$ cat config.mk
export PLATFORM = sky130hd
export DESIGN_NAME = csf_core
export DESIGN_NICKNAME = d
export VERILOG_FILES = /design/src/hw/csf_pkg.sv /design/src/hw/csf_core.sv
export SDC_FILE = /design/constraint.sdc
export NUM_CORES = 2
export LEC_CHECK = 0
export BUFFER_PORTS_ARGS = -buffer_cell sky130_fd_sc_hd__clkbuf_2
export CORE_MARGIN = 5
export CORE_UTILIZATION = 48
export DETAILED_ROUTE_END_ITERATION = 6
export PLACE_DENSITY = 0.69
export SLEW_MARGIN = 20
export SYNTH_ARGS = -nofsm -noshare
export SYNTH_HDL_FRONTEND = slang
export SYNTH_SLANG_ARGS = --single-unit
export TNS_END_PERCENT = 20
$ cat constraint.sdc
create_clock -name CORE_CLK_IN -period 13.55 [get_ports CORE_CLK_IN]
set_input_delay 2.71 -clock CORE_CLK_IN [delete_from_list [all_inputs] [get_ports CORE_CLK_IN]]
set_output_delay 2.71 -clock CORE_CLK_IN [all_outputs]
set_load 0.05 [all_outputs]
$ cat src/hw/csf_pkg.sv
// shared constants and types of the status flags and mode block
package csf_pkg;
  // ==========================================================
  // status_flags_word bit positions
  localparam int FL_CARRY = 0;
  localparam int FL_PARITY = 2;
  localparam int FL_HALF = 4;
  localparam int FL_ZERO = 6;
  localparam int FL_SIGN = 7;
  localparam int FL_STEP = 8;
  localparam int FL_INTEN = 9;
  localparam int FL_DIR = 10;
  localparam int FL_OVER = 11;
  localparam int FL_IO_PRIVILEGE_LEVEL = 12; // two bits, 13:12
  localparam int FL_RESUME = 16;
  localparam int FL_VLEG = 17;
  // machine_control_word bit positions
  localparam int CW_PROT = 0;
  localparam int CW_MON = 1;
  localparam int CW_STANDIN = 2;
  localparam int CW_TASKSW = 3;
  localparam int CW_PAGE = 31;
  // writable bits and values after reset
  localparam logic [31:0] FL_WMASK = 32'h0003_7fd5;
  localparam logic [31:0] CW_WMASK = 32'h8000_000f;
  localparam logic [31:0] FL_RESET = 32'h0000_0000;
  localparam logic [31:0] CW_RESET = 32'h0000_0000;
  localparam logic [31:0] IP_RESET_VAL = 32'h0000_0000;
  // ==========================================================
  // register byte offsets
  localparam logic [7:0] OFS_FLAGS = 8'h00;
  localparam logic [7:0] OFS_FLAGS16 = 8'h04;
  localparam logic [7:0] OFS_CTRL = 8'h08;
  localparam logic [7:0] OFS_IP = 8'h0c;
  localparam logic [7:0] OFS_STATUS = 8'h10;
  localparam logic [7:0] OFS_GPR = 8'h20; // eight words
  localparam int ST_MODE = 8; // status word mode field
  // exception vectors
  localparam logic [7:0] VEC_DEBUG = 8'h01;
  localparam logic [7:0] VEC_NOEXT = 8'h07;
  localparam logic [7:0] VEC_PROT = 8'h0d;
  // queue depth and string index registers
  localparam int PQ_BYTES = 16;
  localparam logic [2:0] IDX_SRC_IX = 3'h6;
  localparam logic [2:0] IDX_DST_IX = 3'h7;
  // ==========================================================
  // types
  typedef enum logic [2:0] {
    OP_ADD, OP_ADC, OP_SUB, OP_SBB, OP_AND, OP_OR, OP_XOR, OP_CMP
  } csf_op_t;
  typedef enum logic [3:0] {
    CLS_NONE, CLS_ALU, CLS_STRING, CLS_WAIT, CLS_ESC, CLS_IO,
    CLS_PRIV, CLS_SETIF, CLS_CLRIF, CLS_SETDF, CLS_CLRDF, CLS_SHORT_STATUS_WORD_LOAD
  } csf_cls_t;
  typedef enum logic [1:0] {SZ_8, SZ_16, SZ_32} csf_size_t;
  typedef enum logic [1:0] {PT_FULL, PT_LO16, PT_LO8, PT_HI8} csf_part_t;
  // one retiring decoded instruction
  typedef struct packed {
    logic valid;
    csf_cls_t cls;
    csf_op_t op;
    logic [2:0] dst;
    logic [2:0] src;
    logic hi8;
    logic byte_op;
    logic code32;
    logic size_pfx;
    logic use_imm;
    logic dbg_fault;
    logic [4:0] len;
    logic [31:0] imm;
  } csf_inst_t;
  typedef struct packed {
    logic exc_valid;
    logic [7:0] exc_vec;
    logic int_ack;
    logic io_check;
    logic underrun;
  } csf_event_t;
  typedef struct packed {
    logic prot;
    logic paging;
    logic vleg;
    logic real_seg;
    logic dir_down;
  } csf_mode_t;
  typedef struct packed {
    logic [31:0] result;
    logic cf;
    logic pf;
    logic af;
    logic zf;
    logic sf;
    logic of;
  } csf_alu_t;
endpackage : csf_pkg

$ cat src/hw/csf_core.sv
// status flags, control word, instruction pointer and operand logic
//
// Design decisions made here: the plain strobed port and the register offsets.
`timescale 1ns/1ps
// ==========================================================
// What this block does
// - carry flag bit 0 from top carry/borrow
// - parity bit 2 set on even low byte
// - half carry bit 4 from low nibble
// - zero flag bit 6 on zero result
// - sign flag bit 7 copies top bit
// - step flag traps after next instruction, clears
// - interrupts taken only with enable flag set
// - direction flag chooses string index step
// - overflow bit 11 on signed overflow
// - privilege field gates I/O in protected non-legacy mode, enable flag in legacy mode
// - resume flag suppresses next debug fault
// - legacy mode faults privileged opcodes, old segments
// - short load sets but never clears protection
// - monitor bit lets wait raise fault 7
// - stand-in bit makes coprocessor opcodes fault
// - task switched makes extension use fault
// - bit 31 enables paging unit
// - low 16 flag bits form default view
// - instruction pointer advances per instruction
// - sixteen byte prefetch queue feeds decoder
// - default operand size, prefix swaps it
// - eight registers split into 16/8 bit parts, high byte on four
module csf_core
  import csf_pkg::*;
#(
  parameter int PQ_DEPTH = PQ_BYTES, // prefetch queue bytes
  parameter logic [31:0] IP_RESET = IP_RESET_VAL // restart address
) (
  input wire logic CORE_CLK_IN,
  input wire logic RSTN_IN,
  input wire logic CE_IN, // low freezes all state
  input wire logic [7:0] REG_ADDR_IN,
  input wire logic [31:0] REG_WDATA_IN,
  input wire logic REG_WR_IN,
  input wire logic REG_RD_IN,
  output logic [31:0] REG_RDATA_OUT,
  input wire csf_inst_t INST_IN, // decoded instruction queue head
  input wire logic [1:0] CPL_IN, // current_privilege_level
  input wire logic INTR_PIN_IN, // maskable request pin
  input wire logic [31:0] HANDLER_ADDR_IN, // vectored handler
  input wire logic CODE_VALID_IN,
  input wire logic [7:0] CODE_BYTE_IN,
  output logic CODE_READY_OUT,
  output logic [7:0] PQ_HEAD_OUT,
  output logic [$clog2(PQ_DEPTH):0] PQ_LEVEL_OUT,
  output logic [31:0] FETCH_ADDR_OUT,
  output csf_event_t EVENT_OUT,
  output csf_mode_t MODE_OUT
);
  localparam int PW = $clog2(PQ_DEPTH);

  // all state of the block
  typedef struct packed {
    logic [31:0] flags; // status_flags_word
    logic [31:0] ctrl; // machine_control_word
    logic [31:0] ip; // instruction_pointer
    logic [7:0][31:0] gpr; // general registers
    logic [PQ_DEPTH-1:0][7:0] pq; // prefetch bytes
    logic [PW-1:0] pq_rd;
    logic [PW:0] pq_cnt;
    logic [7:0] head;
    logic rdy;
    logic [1:0] sync; // request pin synchroniser
    logic [31:0] rdata;
    csf_event_t ev;
    csf_mode_t mode;
  } csf_state_t;

  csf_state_t st_reg; // registered state
  csf_state_t st_next; // next state
  logic [1:0] rst_sync_reg; // reset release chain
  logic rst_n; // synchronised reset

  // ==========================================================
  // helper functions
  // register part picked by operand size
  function automatic csf_part_t part_of(input csf_size_t sz,
      input logic hi8, input logic [2:0] idx);
    if (sz == SZ_32) part_of = PT_FULL;
    else if (sz == SZ_16) part_of = PT_LO16;
    else if (hi8 && !idx[2]) part_of = PT_HI8;
    else part_of = PT_LO8;
  endfunction : part_of

  // read a register part, zero extended
  function automatic logic [31:0] rd_part(input logic [31:0] v,
      input csf_part_t p);
    case (p)
      PT_LO16: rd_part = {16'h0000, v[15:0]};
      PT_LO8: rd_part = {24'h00_0000, v[7:0]};
      PT_HI8: rd_part = {24'h00_0000, v[15:8]};
      default: rd_part = v;
    endcase
  endfunction : rd_part

  // merge a value into a register part
  function automatic logic [31:0] wr_part(input logic [31:0] old,
      input logic [31:0] v, input csf_part_t p);
    case (p)
      PT_LO16: wr_part = {old[31:16], v[15:0]};
      PT_LO8: wr_part = {old[31:8], v[7:0]};
      PT_HI8: wr_part = {old[31:16], v[7:0], old[7:0]};
      default: wr_part = v;
    endcase
  endfunction : wr_part

  // operands are shifted so their top bit sits at bit 31
  function automatic csf_alu_t alu(input csf_op_t op,
      input logic [31:0] a, input logic [31:0] b, input logic cin,
      input csf_size_t sz);
    csf_alu_t r;
    logic [4:0] sh;
    logic [32:0] as, bs, cs, rs;
    logic sub, arith;
    r = '0;
    sh = (sz == SZ_32) ? 5'h00 : (sz == SZ_16) ? 5'h10 : 5'h18;
    as = {1'h0, a << sh};
    bs = {1'h0, b << sh};
    cs = {1'h0, 32'h0000_0001 << sh}
      & {33{cin & (op == OP_ADC || op == OP_SBB)}};
    sub = (op == OP_SUB || op == OP_SBB || op == OP_CMP);
    arith = !(op == OP_AND || op == OP_OR || op == OP_XOR);
    case (op)
      OP_AND: rs = as & bs;
      OP_OR: rs = as | bs;
      OP_XOR: rs = as ^ bs;
      default: rs = sub ? as - bs - cs : as + bs + cs;
    endcase
    r.result = rs[31:0] >> sh;
    r.cf = arith & rs[32];
    r.pf = ~^r.result[7:0];
    r.af = arith & (a[4] ^ b[4] ^ r.result[4]);
    r.zf = (rs[31:0] == 32'h0000_0000);
    r.sf = rs[31];
    r.of = arith & (sub ? (as[31] != bs[31]) : (as[31] == bs[31]))
      & (rs[31] != as[31]);
    return r;
  endfunction : alu

  // ==========================================================
  // decode of the retiring instruction
  logic pe, vm, tf, ifl; // live mode bits
  logic [1:0] io_privilege_level;
  logic wide32; // wide operand is 32 bits
  csf_size_t sz;
  csf_part_t pd, ps;
  logic [31:0] opa, opb;
  csf_alu_t res;
  logic f13, f7, dbg_hit, pq_ok, commit, take_int, push;
  logic [31:0] step; // string index stride
  logic [PW-1:0] wr_idx;
  logic [PW:0] pop;

  assign pe = st_reg.ctrl[CW_PROT];
  assign vm = st_reg.flags[FL_VLEG] & pe;
  assign tf = st_reg.flags[FL_STEP];
  assign ifl = st_reg.flags[FL_INTEN];
  assign io_privilege_level = st_reg.flags[FL_IO_PRIVILEGE_LEVEL+1:FL_IO_PRIVILEGE_LEVEL];
  // 16-bit default in real or legacy code, prefix swaps it
  assign wide32 = (INST_IN.code32 & pe & ~vm) ^ INST_IN.size_pfx;
  assign sz = INST_IN.byte_op ? SZ_8 : wide32 ? SZ_32 : SZ_16;
  assign pd = part_of(sz, INST_IN.hi8, INST_IN.dst);
  assign ps = part_of(sz, INST_IN.use_imm ? 1'h0 : INST_IN.hi8,
    INST_IN.src);
  assign opa = rd_part(st_reg.gpr[INST_IN.dst], pd);
  assign opb = rd_part(INST_IN.use_imm ? INST_IN.imm
    : st_reg.gpr[INST_IN.src], ps);
  assign res = alu(INST_IN.op, opa, opb, st_reg.flags[FL_CARRY], sz);
  assign step = (sz == SZ_8) ? 32'h0000_0001
    : (sz == SZ_16) ? 32'h0000_0002 : 32'h0000_0004;
  // faults of the general protection class
  assign f13 = (INST_IN.cls == CLS_PRIV && vm)
    || ((INST_IN.cls == CLS_SETIF || INST_IN.cls == CLS_CLRIF)
    && vm && CPL_IN > io_privilege_level);
  // extension not present faults
  assign f7 = (INST_IN.cls == CLS_WAIT
    && st_reg.ctrl[CW_MON] && st_reg.ctrl[CW_TASKSW])
    || (INST_IN.cls == CLS_ESC && st_reg.ctrl[CW_STANDIN])
    || (INST_IN.cls == CLS_ESC && st_reg.ctrl[CW_TASKSW]);
  assign dbg_hit = INST_IN.dbg_fault & ~st_reg.flags[FL_RESUME];
  assign pq_ok = {1'h0, INST_IN.len} <= 6'(st_reg.pq_cnt);
  assign commit = CE_IN & INST_IN.valid & pq_ok & ~dbg_hit & ~f13
    & ~f7;
  assign take_int = commit & ~tf & st_reg.sync[1] & ifl;
  assign push = CODE_VALID_IN & st_reg.rdy;
  assign wr_idx = st_reg.pq_rd + st_reg.pq_cnt[PW-1:0];
  assign pop = commit ? (PW+1)'(INST_IN.len) : '0;

  // ==========================================================
  // next state
  always_comb begin
    st_next = st_reg;
    if (CE_IN) begin
      st_next.ev = '0;
      st_next.rdata = 32'h0000_0000;
      st_next.sync = {st_reg.sync[0], INTR_PIN_IN};
      // retire or fault the instruction at the queue head
      if (INST_IN.valid) begin
        if (!pq_ok) begin
          st_next.ev.underrun = 1'h1; // not enough code bytes
        end else if (dbg_hit) begin
          st_next.ev.exc_valid = 1'h1;
          st_next.ev.exc_vec = VEC_DEBUG;
        end else if (f13) begin
          st_next.ev.exc_valid = 1'h1;
          st_next.ev.exc_vec = VEC_PROT;
        end else if (f7) begin
          st_next.ev.exc_valid = 1'h1;
          st_next.ev.exc_vec = VEC_NOEXT;
        end else begin
          st_next.ip = st_reg.ip + 32'(INST_IN.len);
          st_next.pq_rd = st_reg.pq_rd + PW'(INST_IN.len);
          st_next.flags[FL_RESUME] = 1'h0;
          case (INST_IN.cls)
            CLS_ALU: begin
              if (INST_IN.op != OP_CMP) begin
                st_next.gpr[INST_IN.dst] =
                  wr_part(st_reg.gpr[INST_IN.dst], res.result, pd);
              end
              st_next.flags[FL_CARRY] = res.cf;
              st_next.flags[FL_PARITY] = res.pf;
              st_next.flags[FL_HALF] = res.af;
              st_next.flags[FL_ZERO] = res.zf;
              st_next.flags[FL_SIGN] = res.sf;
              st_next.flags[FL_OVER] = res.of;
            end
            CLS_STRING: begin
              // index registers step down when direction is set
              if (st_reg.flags[FL_DIR]) begin
                st_next.gpr[IDX_SRC_IX] = st_reg.gpr[IDX_SRC_IX] - step;
                st_next.gpr[IDX_DST_IX] = st_reg.gpr[IDX_DST_IX] - step;
              end else begin
                st_next.gpr[IDX_SRC_IX] = st_reg.gpr[IDX_SRC_IX] + step;
                st_next.gpr[IDX_DST_IX] = st_reg.gpr[IDX_DST_IX] + step;
              end
            end
            CLS_IO: begin
              // above the privilege field the map must be consulted
              st_next.ev.io_check = pe & ~vm & (CPL_IN > io_privilege_level);
            end
            CLS_SETIF: st_next.flags[FL_INTEN] = 1'h1;
            CLS_CLRIF: st_next.flags[FL_INTEN] = 1'h0;
            CLS_SETDF: st_next.flags[FL_DIR] = 1'h1;
            CLS_CLRDF: st_next.flags[FL_DIR] = 1'h0;
            CLS_SHORT_STATUS_WORD_LOAD: begin
              // short load may set protection but never clear it
              st_next.ctrl[CW_PROT] = st_reg.ctrl[CW_PROT]
                | st_reg.gpr[INST_IN.src][0];
              st_next.ctrl[3:1] = st_reg.gpr[INST_IN.src][3:1];
            end
            default: begin
            end
          endcase
          // boundary events: step trap first, then interrupt
          if (tf) begin
            st_next.ev.exc_valid = 1'h1;
            st_next.ev.exc_vec = VEC_DEBUG;
            st_next.flags[FL_STEP] = 1'h0;
          end else if (take_int) begin
            st_next.ev.int_ack = 1'h1;
            st_next.ip = HANDLER_ADDR_IN;
          end
        end
      end
      // prefetch queue fill, slot beyond the last valid byte
      if (push) begin
        st_next.pq[wr_idx] = CODE_BYTE_IN;
      end
      st_next.pq_cnt = st_reg.pq_cnt - pop + (PW+1)'(push);
      st_next.rdy = st_next.pq_cnt != (PW+1)'(PQ_DEPTH);
      // software writes win over instruction effects
      if (REG_WR_IN) begin
        case (REG_ADDR_IN)
          OFS_FLAGS: st_next.flags = REG_WDATA_IN & FL_WMASK;
          OFS_FLAGS16: st_next.flags[15:0] =
            REG_WDATA_IN[15:0] & FL_WMASK[15:0];
          OFS_CTRL: st_next.ctrl = REG_WDATA_IN & CW_WMASK;
          OFS_IP: st_next.ip = REG_WDATA_IN;
          default: begin
            if (REG_ADDR_IN[7:5] == OFS_GPR[7:5]
                && REG_ADDR_IN[1:0] == 2'h0) begin
              st_next.gpr[REG_ADDR_IN[4:2]] = REG_WDATA_IN;
            end
          end
        endcase
      end
      // read data for the next cycle, zero when unmapped
      if (REG_RD_IN) begin
        case (REG_ADDR_IN)
          OFS_FLAGS: st_next.rdata = st_reg.flags;
          OFS_FLAGS16: st_next.rdata = {16'h0000, st_reg.flags[15:0]};
          OFS_CTRL: st_next.rdata = st_reg.ctrl;
          OFS_IP: st_next.rdata = st_reg.ip;
          OFS_STATUS: st_next.rdata = 32'(st_reg.pq_cnt)
            | (32'(st_reg.mode) << ST_MODE);
          default: begin
            if (REG_ADDR_IN[7:5] == OFS_GPR[7:5]
                && REG_ADDR_IN[1:0] == 2'h0) begin
              st_next.rdata = st_reg.gpr[REG_ADDR_IN[4:2]];
            end
          end
        endcase
      end
      st_next.head = st_next.pq[st_next.pq_rd];
      // mode outputs follow the new control bits
      st_next.mode.prot = st_next.ctrl[CW_PROT];
      st_next.mode.paging = st_next.ctrl[CW_PAGE];
      st_next.mode.vleg = st_next.flags[FL_VLEG] & st_next.ctrl[CW_PROT];
      st_next.mode.real_seg = ~st_next.ctrl[CW_PROT]
        | st_next.flags[FL_VLEG];
      st_next.mode.dir_down = st_next.flags[FL_DIR];
    end
  end

  // ==========================================================
  // reset release chain
  always_ff @(posedge CORE_CLK_IN or negedge RSTN_IN) begin
    if (!RSTN_IN) rst_sync_reg <= 2'h0;
    else rst_sync_reg <= {rst_sync_reg[0], 1'h1};
  end
  assign rst_n = rst_sync_reg[1];

  // state register
  always_ff @(posedge CORE_CLK_IN or negedge rst_n) begin
    if (!rst_n) begin
      st_reg <= '0;
      st_reg.flags <= FL_RESET;
      st_reg.ctrl <= CW_RESET;
      st_reg.ip <= IP_RESET;
      st_reg.rdy <= 1'h1;
      st_reg.mode.real_seg <= 1'h1;
    end else begin
      st_reg <= st_next;
    end
  end

  // outputs straight from the state register
  assign REG_RDATA_OUT = st_reg.rdata;
  assign CODE_READY_OUT = st_reg.rdy;
  assign PQ_HEAD_OUT = st_reg.head;
  assign PQ_LEVEL_OUT = st_reg.pq_cnt;
  assign FETCH_ADDR_OUT = st_reg.ip;
  assign EVENT_OUT = st_reg.ev;
  assign MODE_OUT = st_reg.mode;

  // ==========================================================
  // checks on a plain 32-bit add, then on traps, faults, string steps, the instruction pointer and the queue
  logic chk_add; // add retiring with no register write beside
  logic [32:0] ref_sum;
  logic [4:0] ref_nib;
  logic ref_ovf, ref_zero, ref_par, dfl;
  logic [31:0] src_ix, ilen;
  assign chk_add = commit && INST_IN.cls == CLS_ALU
    && INST_IN.op == OP_ADD && sz == SZ_32 && !REG_WR_IN;
  assign ref_sum = {1'h0, opa} + {1'h0, opb};
  assign ref_nib = {1'h0, opa[3:0]} + {1'h0, opb[3:0]};
  assign ref_ovf = (opa[31] == opb[31]) && (ref_sum[31] != opa[31]);
  assign ref_zero = ref_sum[31:0] == 32'h0000_0000;
  assign ref_par = ~^ref_sum[7:0];
  assign dfl = st_reg.flags[FL_DIR];
  assign src_ix = st_reg.gpr[IDX_SRC_IX];
  assign ilen = 32'(INST_IN.len);
endmodule : csf_core

After elaboration in Yosys (flattened, before gate mapping). Cells that the tools add are included.

Eq/ne operators: 40. Reduce and logical (&&, ||, !) cells: 35. Multiplexer cells: 123. Bitwise operators: 38. Shifts and indexed selects: 4. $add $sub $neg: 13. Magnitude comparators: 10.

Operators by type and width (number): two-way mux 292 bit (6); two-way mux 256 bit (3); two-way mux 352 bit (2); two-way mux 32 bit (20); bitwise mux 256 bit (2); binary-select mux 32 bit (select 3 bit) (3); case mux 32 bit (3 select lines) (3); two-way mux 128 bit (2); demux 32 bit (select 3 bit) (2); two-way mux 192 bit (1); case mux 32 bit (5 select lines) (1); bitwise mux 128 bit (1); case mux 64 bit (2 select lines) (1); case mux 33 bit (3 select lines) (1); adder 32 x 3 -> 32 bit (2); two-way mux 64 bit (1); left shift 32 x 5 -> 32 bit (2); subtractor 32 x 3 -> 32 bit (2); two-way mux 9 bit (4); adder 32 x 32 -> 33 bit (1); adder 33 bit (1); bitwise AND 32 x 33 -> 33 bit (1); two-way mux 33 bit (1); subtractor 32 x 32 -> 33 bit (1); other kinds (62) (199).

Register bits after elaboration: 551. Output and inout bits: 95. Logic and storage cells: 310. Bits of input ports: 146.

Logic depth before layout (Yosys ltp).
Depth in word-level cells: 42. Depth in mapped cells: 28. Depth with buffers taken out: 25.

Worst setup path after synthesis. Ideal clock, no wire load.

Path kind: input-to-reg. From: in INST_IN[44] (netlist name). To: reg st_reg[519] (netlist name). Setup time: 0.149 ns. Data required time: 13.401 ns. Stages on the path: 25. Buffers on the path: 3. Slack: 4.572 ns. Data arrival time: 8.828 ns. Cell sequence: buf_1 > clkbuf_1 > clkbuf_1 > mux4_2 > mux2_2 > mux2i_1 > nand2b_1 > ha_1 > ha_1 > fa_1 > a211oi_1 > o211ai_1 > a21oi_2 > a21oi_1 > a31o_2 > a21oi_1 > a21oi_1 > mux2_2 > a32oi_4 > xnor2_1 > a221oi_2 > xor2_1 > xnor2_1 > xnor2_1 > a41oi_1.

Cells in the longest elaborated chain, start to end: 20. Elaborated cells between the ends (all ways): 25. Those cells by class: add/sub (4); shift (2); mux (15); bitwise (3); reduce/logical (1).

RTL lines: start: declaration (RTL line csf_core.sv:43) `input wire csf_inst_t INST_IN,`; binary-select mux 32 bit (select 3 bit) (*) (RTL line csf_core.sv:173) `: st_reg.gpr[INST_IN.src], ps);`; two-way mux 32 bit (*); two-way mux 32 bit (*) (RTL line csf_core.sv:172) `assign opb = rd_part(INST_IN.use_imm ? INST_IN.imm`; case mux 32 bit (3 select lines) (*) (RTL line csf_core.sv:94) `case (p)`; left shift 32 x 5 -> 32 bit (*) (RTL line csf_core.sv:124) `bs = {1'h0, b << sh};`; adder 32 x 32 -> 33 bit / subtractor 32 x 32 -> 33 bit (equally long branches) (RTL line csf_core.sv:133) `default: rs = sub ? as - bs - cs : as + bs + cs;`; adder 33 bit / subtractor 33 bit (equally long branches) (RTL line csf_core.sv:133); two-way mux 33 bit (RTL line csf_core.sv:133); [4 not listed]; two-way mux 1 bit (*) (RTL line csf_core.sv:213) `end else if (f7) begin`; two-way mux 1 bit (*) (RTL line csf_core.sv:210) `end else if (f13) begin`; two-way mux 1 bit (*) (RTL line csf_core.sv:207) `end else if (dbg_hit) begin`; two-way mux 1 bit (*) (RTL line csf_core.sv:205) `if (!pq_ok) begin`; two-way mux 1 bit (*) (RTL line csf_core.sv:204) `if (INST_IN.valid) begin`; two-way mux 16 bit (RTL line csf_core.sv:279) `case (REG_ADDR_IN)`; two-way mux 352 bit (*) (RTL line csf_core.sv:278) `if (REG_WR_IN) begin`; two-way mux 352 bit (*) (RTL line csf_core.sv:199) `if (CE_IN) begin`; end signal: assignment (RTL line csf_core.sv:339) `st_reg <= st_next;`; end: declaration (RTL line csf_core.sv:75) `csf_state_t st_reg;`.

Every way passes the cells marked *; elsewhere a longest branch is shown, timed or not. The select of a mux whose other input is x is not followed. A chain may end at the register's enable or synchronous reset.

Worst setup path in the final report.
From: in INST_IN[48] (netlist name). To: reg st_reg[519] (netlist name).

Cells in the longest elaborated chain, start to end: 23. Elaborated cells between the ends (all ways): 32. Those cells by class: add/sub (4); eq/ne (3); shift (2); mux (17); bitwise (3); reduce/logical (3).

RTL lines: zero test 1 bit (RTL line csf_core.sv:87) `else if (hi8 && !idx[2]) part_of = PT_HI8;`; logical AND 1 bit (RTL line csf_core.sv:87); two-way mux 1 bit (RTL line csf_core.sv:87); two-way mux 2 bit (RTL line csf_core.sv:86) `else if (sz == SZ_16) part_of = PT_LO16;`; two-way mux 2 bit (RTL line csf_core.sv:85) `if (sz == SZ_32) part_of = PT_FULL;`; equality test 2 bit / equality test 2 x 1 -> 1 bit (equally long branches) (RTL line csf_core.sv:94); case mux 32 bit (3 select lines) (*) (RTL line csf_core.sv:94); left shift 32 x 5 -> 32 bit (*) (RTL line csf_core.sv:123) `as = {1'h0, a << sh};`; [7 not listed]; two-way mux 1 bit (*) (RTL line csf_core.sv:213); two-way mux 1 bit (*) (RTL line csf_core.sv:210); two-way mux 1 bit (*) (RTL line csf_core.sv:207); two-way mux 1 bit (*) (RTL line csf_core.sv:205); two-way mux 1 bit (*) (RTL line csf_core.sv:204); two-way mux 16 bit (RTL line csf_core.sv:279); two-way mux 352 bit (*) (RTL line csf_core.sv:278); two-way mux 352 bit (*) (RTL line csf_core.sv:199).

Marked as above.

==> run summary <==
Sw Pwr: 4.18 mW
Crit. End Element: register
CTS tree: done
Top FF cell, synth: dfrtp_1
initial DRC count: 7523
ys async rst share: 100%
Final Setup Violations: 0
Worst-Skew Late Latency: 0.70 ns
Critical Path, Cell by Cell: clkbuf_2, nor2b_1, nand2b_1, buf_4, o22ai_1, or4_1, a211oi_1, fa_1, ha_1, nand4_1, or3_1, nor3_1, nor3_1, o31ai_1, xnor2_1, a21oi_1, a22oi_1, nand2_1, a21oi_1, a211oi_1, a211oi_1, xnor2_1, a41oi_1
R2R setup slack: 5.55 ns
crit-path max FO: 19
Via density: 7.16
crit-path most repeated cell: a211oi_1
Internal: 4.58 mW
CTS Root Cell: clkbuf_16
Critical Path AT: 11.11 ns
Worst Skew: 0.0955 ns
H-Tree Depth: 2
Detailed Routing Iterations Pass 1: 7
die area: 0.0945 sq mm
synthesized cell area: 0.0424 sq mm
CP bufs+invs: 2
GPL Wtd Cong: 1.02
max_cap viols: 0
Starting Density: 48.2%
Slew @ Worst Pin: 1.34 ns
post-CTS sizing: 0
final net count: 5285
grt ovf: 0
Clock transition at path regs: 0.07 ns
placed instance area: 0.0440 sq mm
CTS Hold Bufs: 0
Synth warnings: 0
r2r startpoint: pe
dpl hpwl: 140 mm
initial antenna violation count: 19
Routed Wire Length: 195 mm
relative slew slack: 7.85%
die height: 307 um
Worst setup SP type: input port
first-pass GRT wire length: 281 mm
Avg Cell Area, Syn: 8.59 sq um
PwrDens: 190 mW/mm^2
Row Count: 109
kind of critical path: in2reg
Crit-path slowest cell: or4_1
RSZ-0062 raised after global routing: false
TritonCTS buffer count: 57
Synth Instances: 4943
R2R depth: 22
CP required: 14.04 ns
number of global-route vias before repair: 41673
synthesized flop and latch total: 498
final setup TNS: 0 ns
net switching fraction of the power: 47.7%
Hold Crit Class: reg2async
Avg WL per Cell: 32.0 um
Peak VDD IR: 0.159 mV
post-CTS setup buffer count: 0
sequential-to-total area share from yosys stat: 29.4%
P&R area growth vs syn: 8.61%
Port Buf Inserts: 236
Distinct cells, synth: 89
Reg-to-Reg End: st_reg[451]
Crit path max-delay family: simple AND/OR/NAND/NOR gates
post-route design area: 0.0461 sq mm
via count: 43679
Clock Power Share: 20.0%
Post-DRT Antenna Nets: 0
max reg flops: 372
die width: 307 um
combinational fraction of design power: 52.3%
all-layer global routing usage: 39.5%
Reg power frac: 27.7%
Core Area: 0.0881 sq mm
final hold violations: 0
status: finished, violations left
largest net degree at the start of global routing: 161
max frequency: 94.2 MHz
period utilisation layout: 78.3%
slowest stage delay, CP: 0.77 ns
top-level I/O count: 241
Leak Pwr: 20.0 nW
Clock Tree Buf Depth: 3
failing checks: DRC
CTS Sinks: 498
Final Max Slew Viols: 0
Post-synth EDFFs: 0
DRC errors left: 12
Tmin final: 10.61 ns
layout cells sized above 1: 16.9%
worst register-to-register path, cell delays in order (launching register included):
cell,delay (ns)
dfrtp_1,0.53
nand3b_1,0.50
xor2_2,0.32
buf_4,0.29
nor2_4,0.19
buf_4,0.47
nand2b_1,0.42
fa_1,0.61
inv_1,0.06
ha_1,0.34
nand2_1,0.13
o21ai_0,0.13
o31ai_1,0.76
a2111oi_2,0.28
o31ai_1,0.49
a31oi_1,0.20
a21oi_1,0.26
a22oi_1,0.13
o21ai_1,0.64
nand2_1,0.11
o21ai_1,0.54
a221oi_1,0.24
a21oi_1,0.19
final cells by class:
type                            count  area [sq um]
Antenna cell                        9          22.5
Clock buffer                       74          1580
Clock inverter                     31           523
Fill cell                        8277         42000
Inverter                          190           713
Multi-Input combinational cell   3791         27300
Sequential cell                   498         12500
Tap cell                         1165          1460
Timing Repair Buffer              345          2040
cell usage after synthesis (75+ instances only):
master	instances	share of area [%]
a21oi_1	503	5.9
a31oi_1	75	1.1
buf_4	94	1.7
clkbuf_1	313	2.8
dfrtp_1	496	29
ha_1	240	7.1
inv_1	188	1.7
mux2_2	168	4.5
mux2i_1	92	2.2
mux4_2	149	7.9
nand2_1	391	3.5
nand3_1	77	0.91
nor2_1	578	5.1
o21ai_0	213	2.5
o22ai_1	338	5.0
placed cells by master, fill, tap and decap left out, types with 57 or more instances in the layout:
cell type  netlist  layout
a21o_1          64      64
o22ai_1        338     338
ha_1           240     240
o21ai_0        213     211
nand2_1        391     386
mux2i_1         92      90
a31oi_1         75      75
mux2_2         168     168
inv_1          188     188
mux4_2         149     149
buf_4           94     111
nand3_1         77      77
nor2_1         578     571
a211oi_1        67      66
a21oi_1        503     498
clkbuf_16        0      57
xnor2_1         69      68
dfrtp_1        496     494
clkbuf_2         0     231
per-stage QoR:
| step | setup slack, ns | util (%) | hold WS [ns] | cells | power (mW) |
|---|---|---|---|---|---|
| after detailed placement | 2.51 | 49.9 | 0.319 | 5989 | 6.80 |
| after global routing | 2.72 | 52.3 | 0.350 | 6096 | 9.11 |
| after floorplan | 4.57 | - | 0.331 | 4948 | 5.42 |
| after CTS | 3.13 | 52.3 | 0.323 | 6094 | 8.56 |
| after global placement | 2.64 | 49.9 | 0.320 | 5989 | 6.74 |
| final | 2.94 | 52.3 | 0.301 | 6103 | 8.76 |
kinds of logic (layout without fill, tap and decap cells):
family / Yosys count / count (layout) / synth area share [%]
AOI/OAI and AO/OA: 1659 / 1659 / 25.2
xor gates and xnor gates: 124 / 124 / 2.56
adders and majority gates: 256 / 256 / 7.83
buffers and inverters: 659 / 640 / 6.71
DFF: 498 / 498 / 29.4
muxes: 410 / 410 / 14.6
other: 2 / 16 / 0.0177
and+or+nand+nor: 1335 / 1335 / 13.8
routing by layer:
layer	GRT usage (%)	vias to the layer above	part of all wire (%)
met1	47.3	21000	35
met2	58.4	3504	42
li1	-	18243	-
met4	29.8	20	9.8
met3	13.8	912	13
met5	0	-	0.077
worst max-delay path by stage:
stage	startpoint	to	slack (ns)	cells past startpoint
global placement	INST_IN[47]	st_reg[519]	2.64	25
detailed placement	INST_IN[47]	st_reg[425]	2.51	24
global route	INST_IN[47]	src_ix[8]	2.72	25
floorplan	INST_IN[44]	st_reg[519]	4.57	25
CTS	INST_IN[47]	st_reg[425]	3.13	24
finish	INST_IN[48]	st_reg[519]	2.94	23
power by group through the flow:
stage	clock, mW	sequential (mW)	combinational (mW)
2_1_floorplan	0	2.17	3.25
3_3_place_gp	0	2.38	4.36
3_5_place_dp	0	2.39	4.41
4_1_cts	1.75	2.37	4.44
5_1_grt	1.81	2.43	4.86
6_report	1.76	2.43	4.58
(Power assumes the default switching activity.)
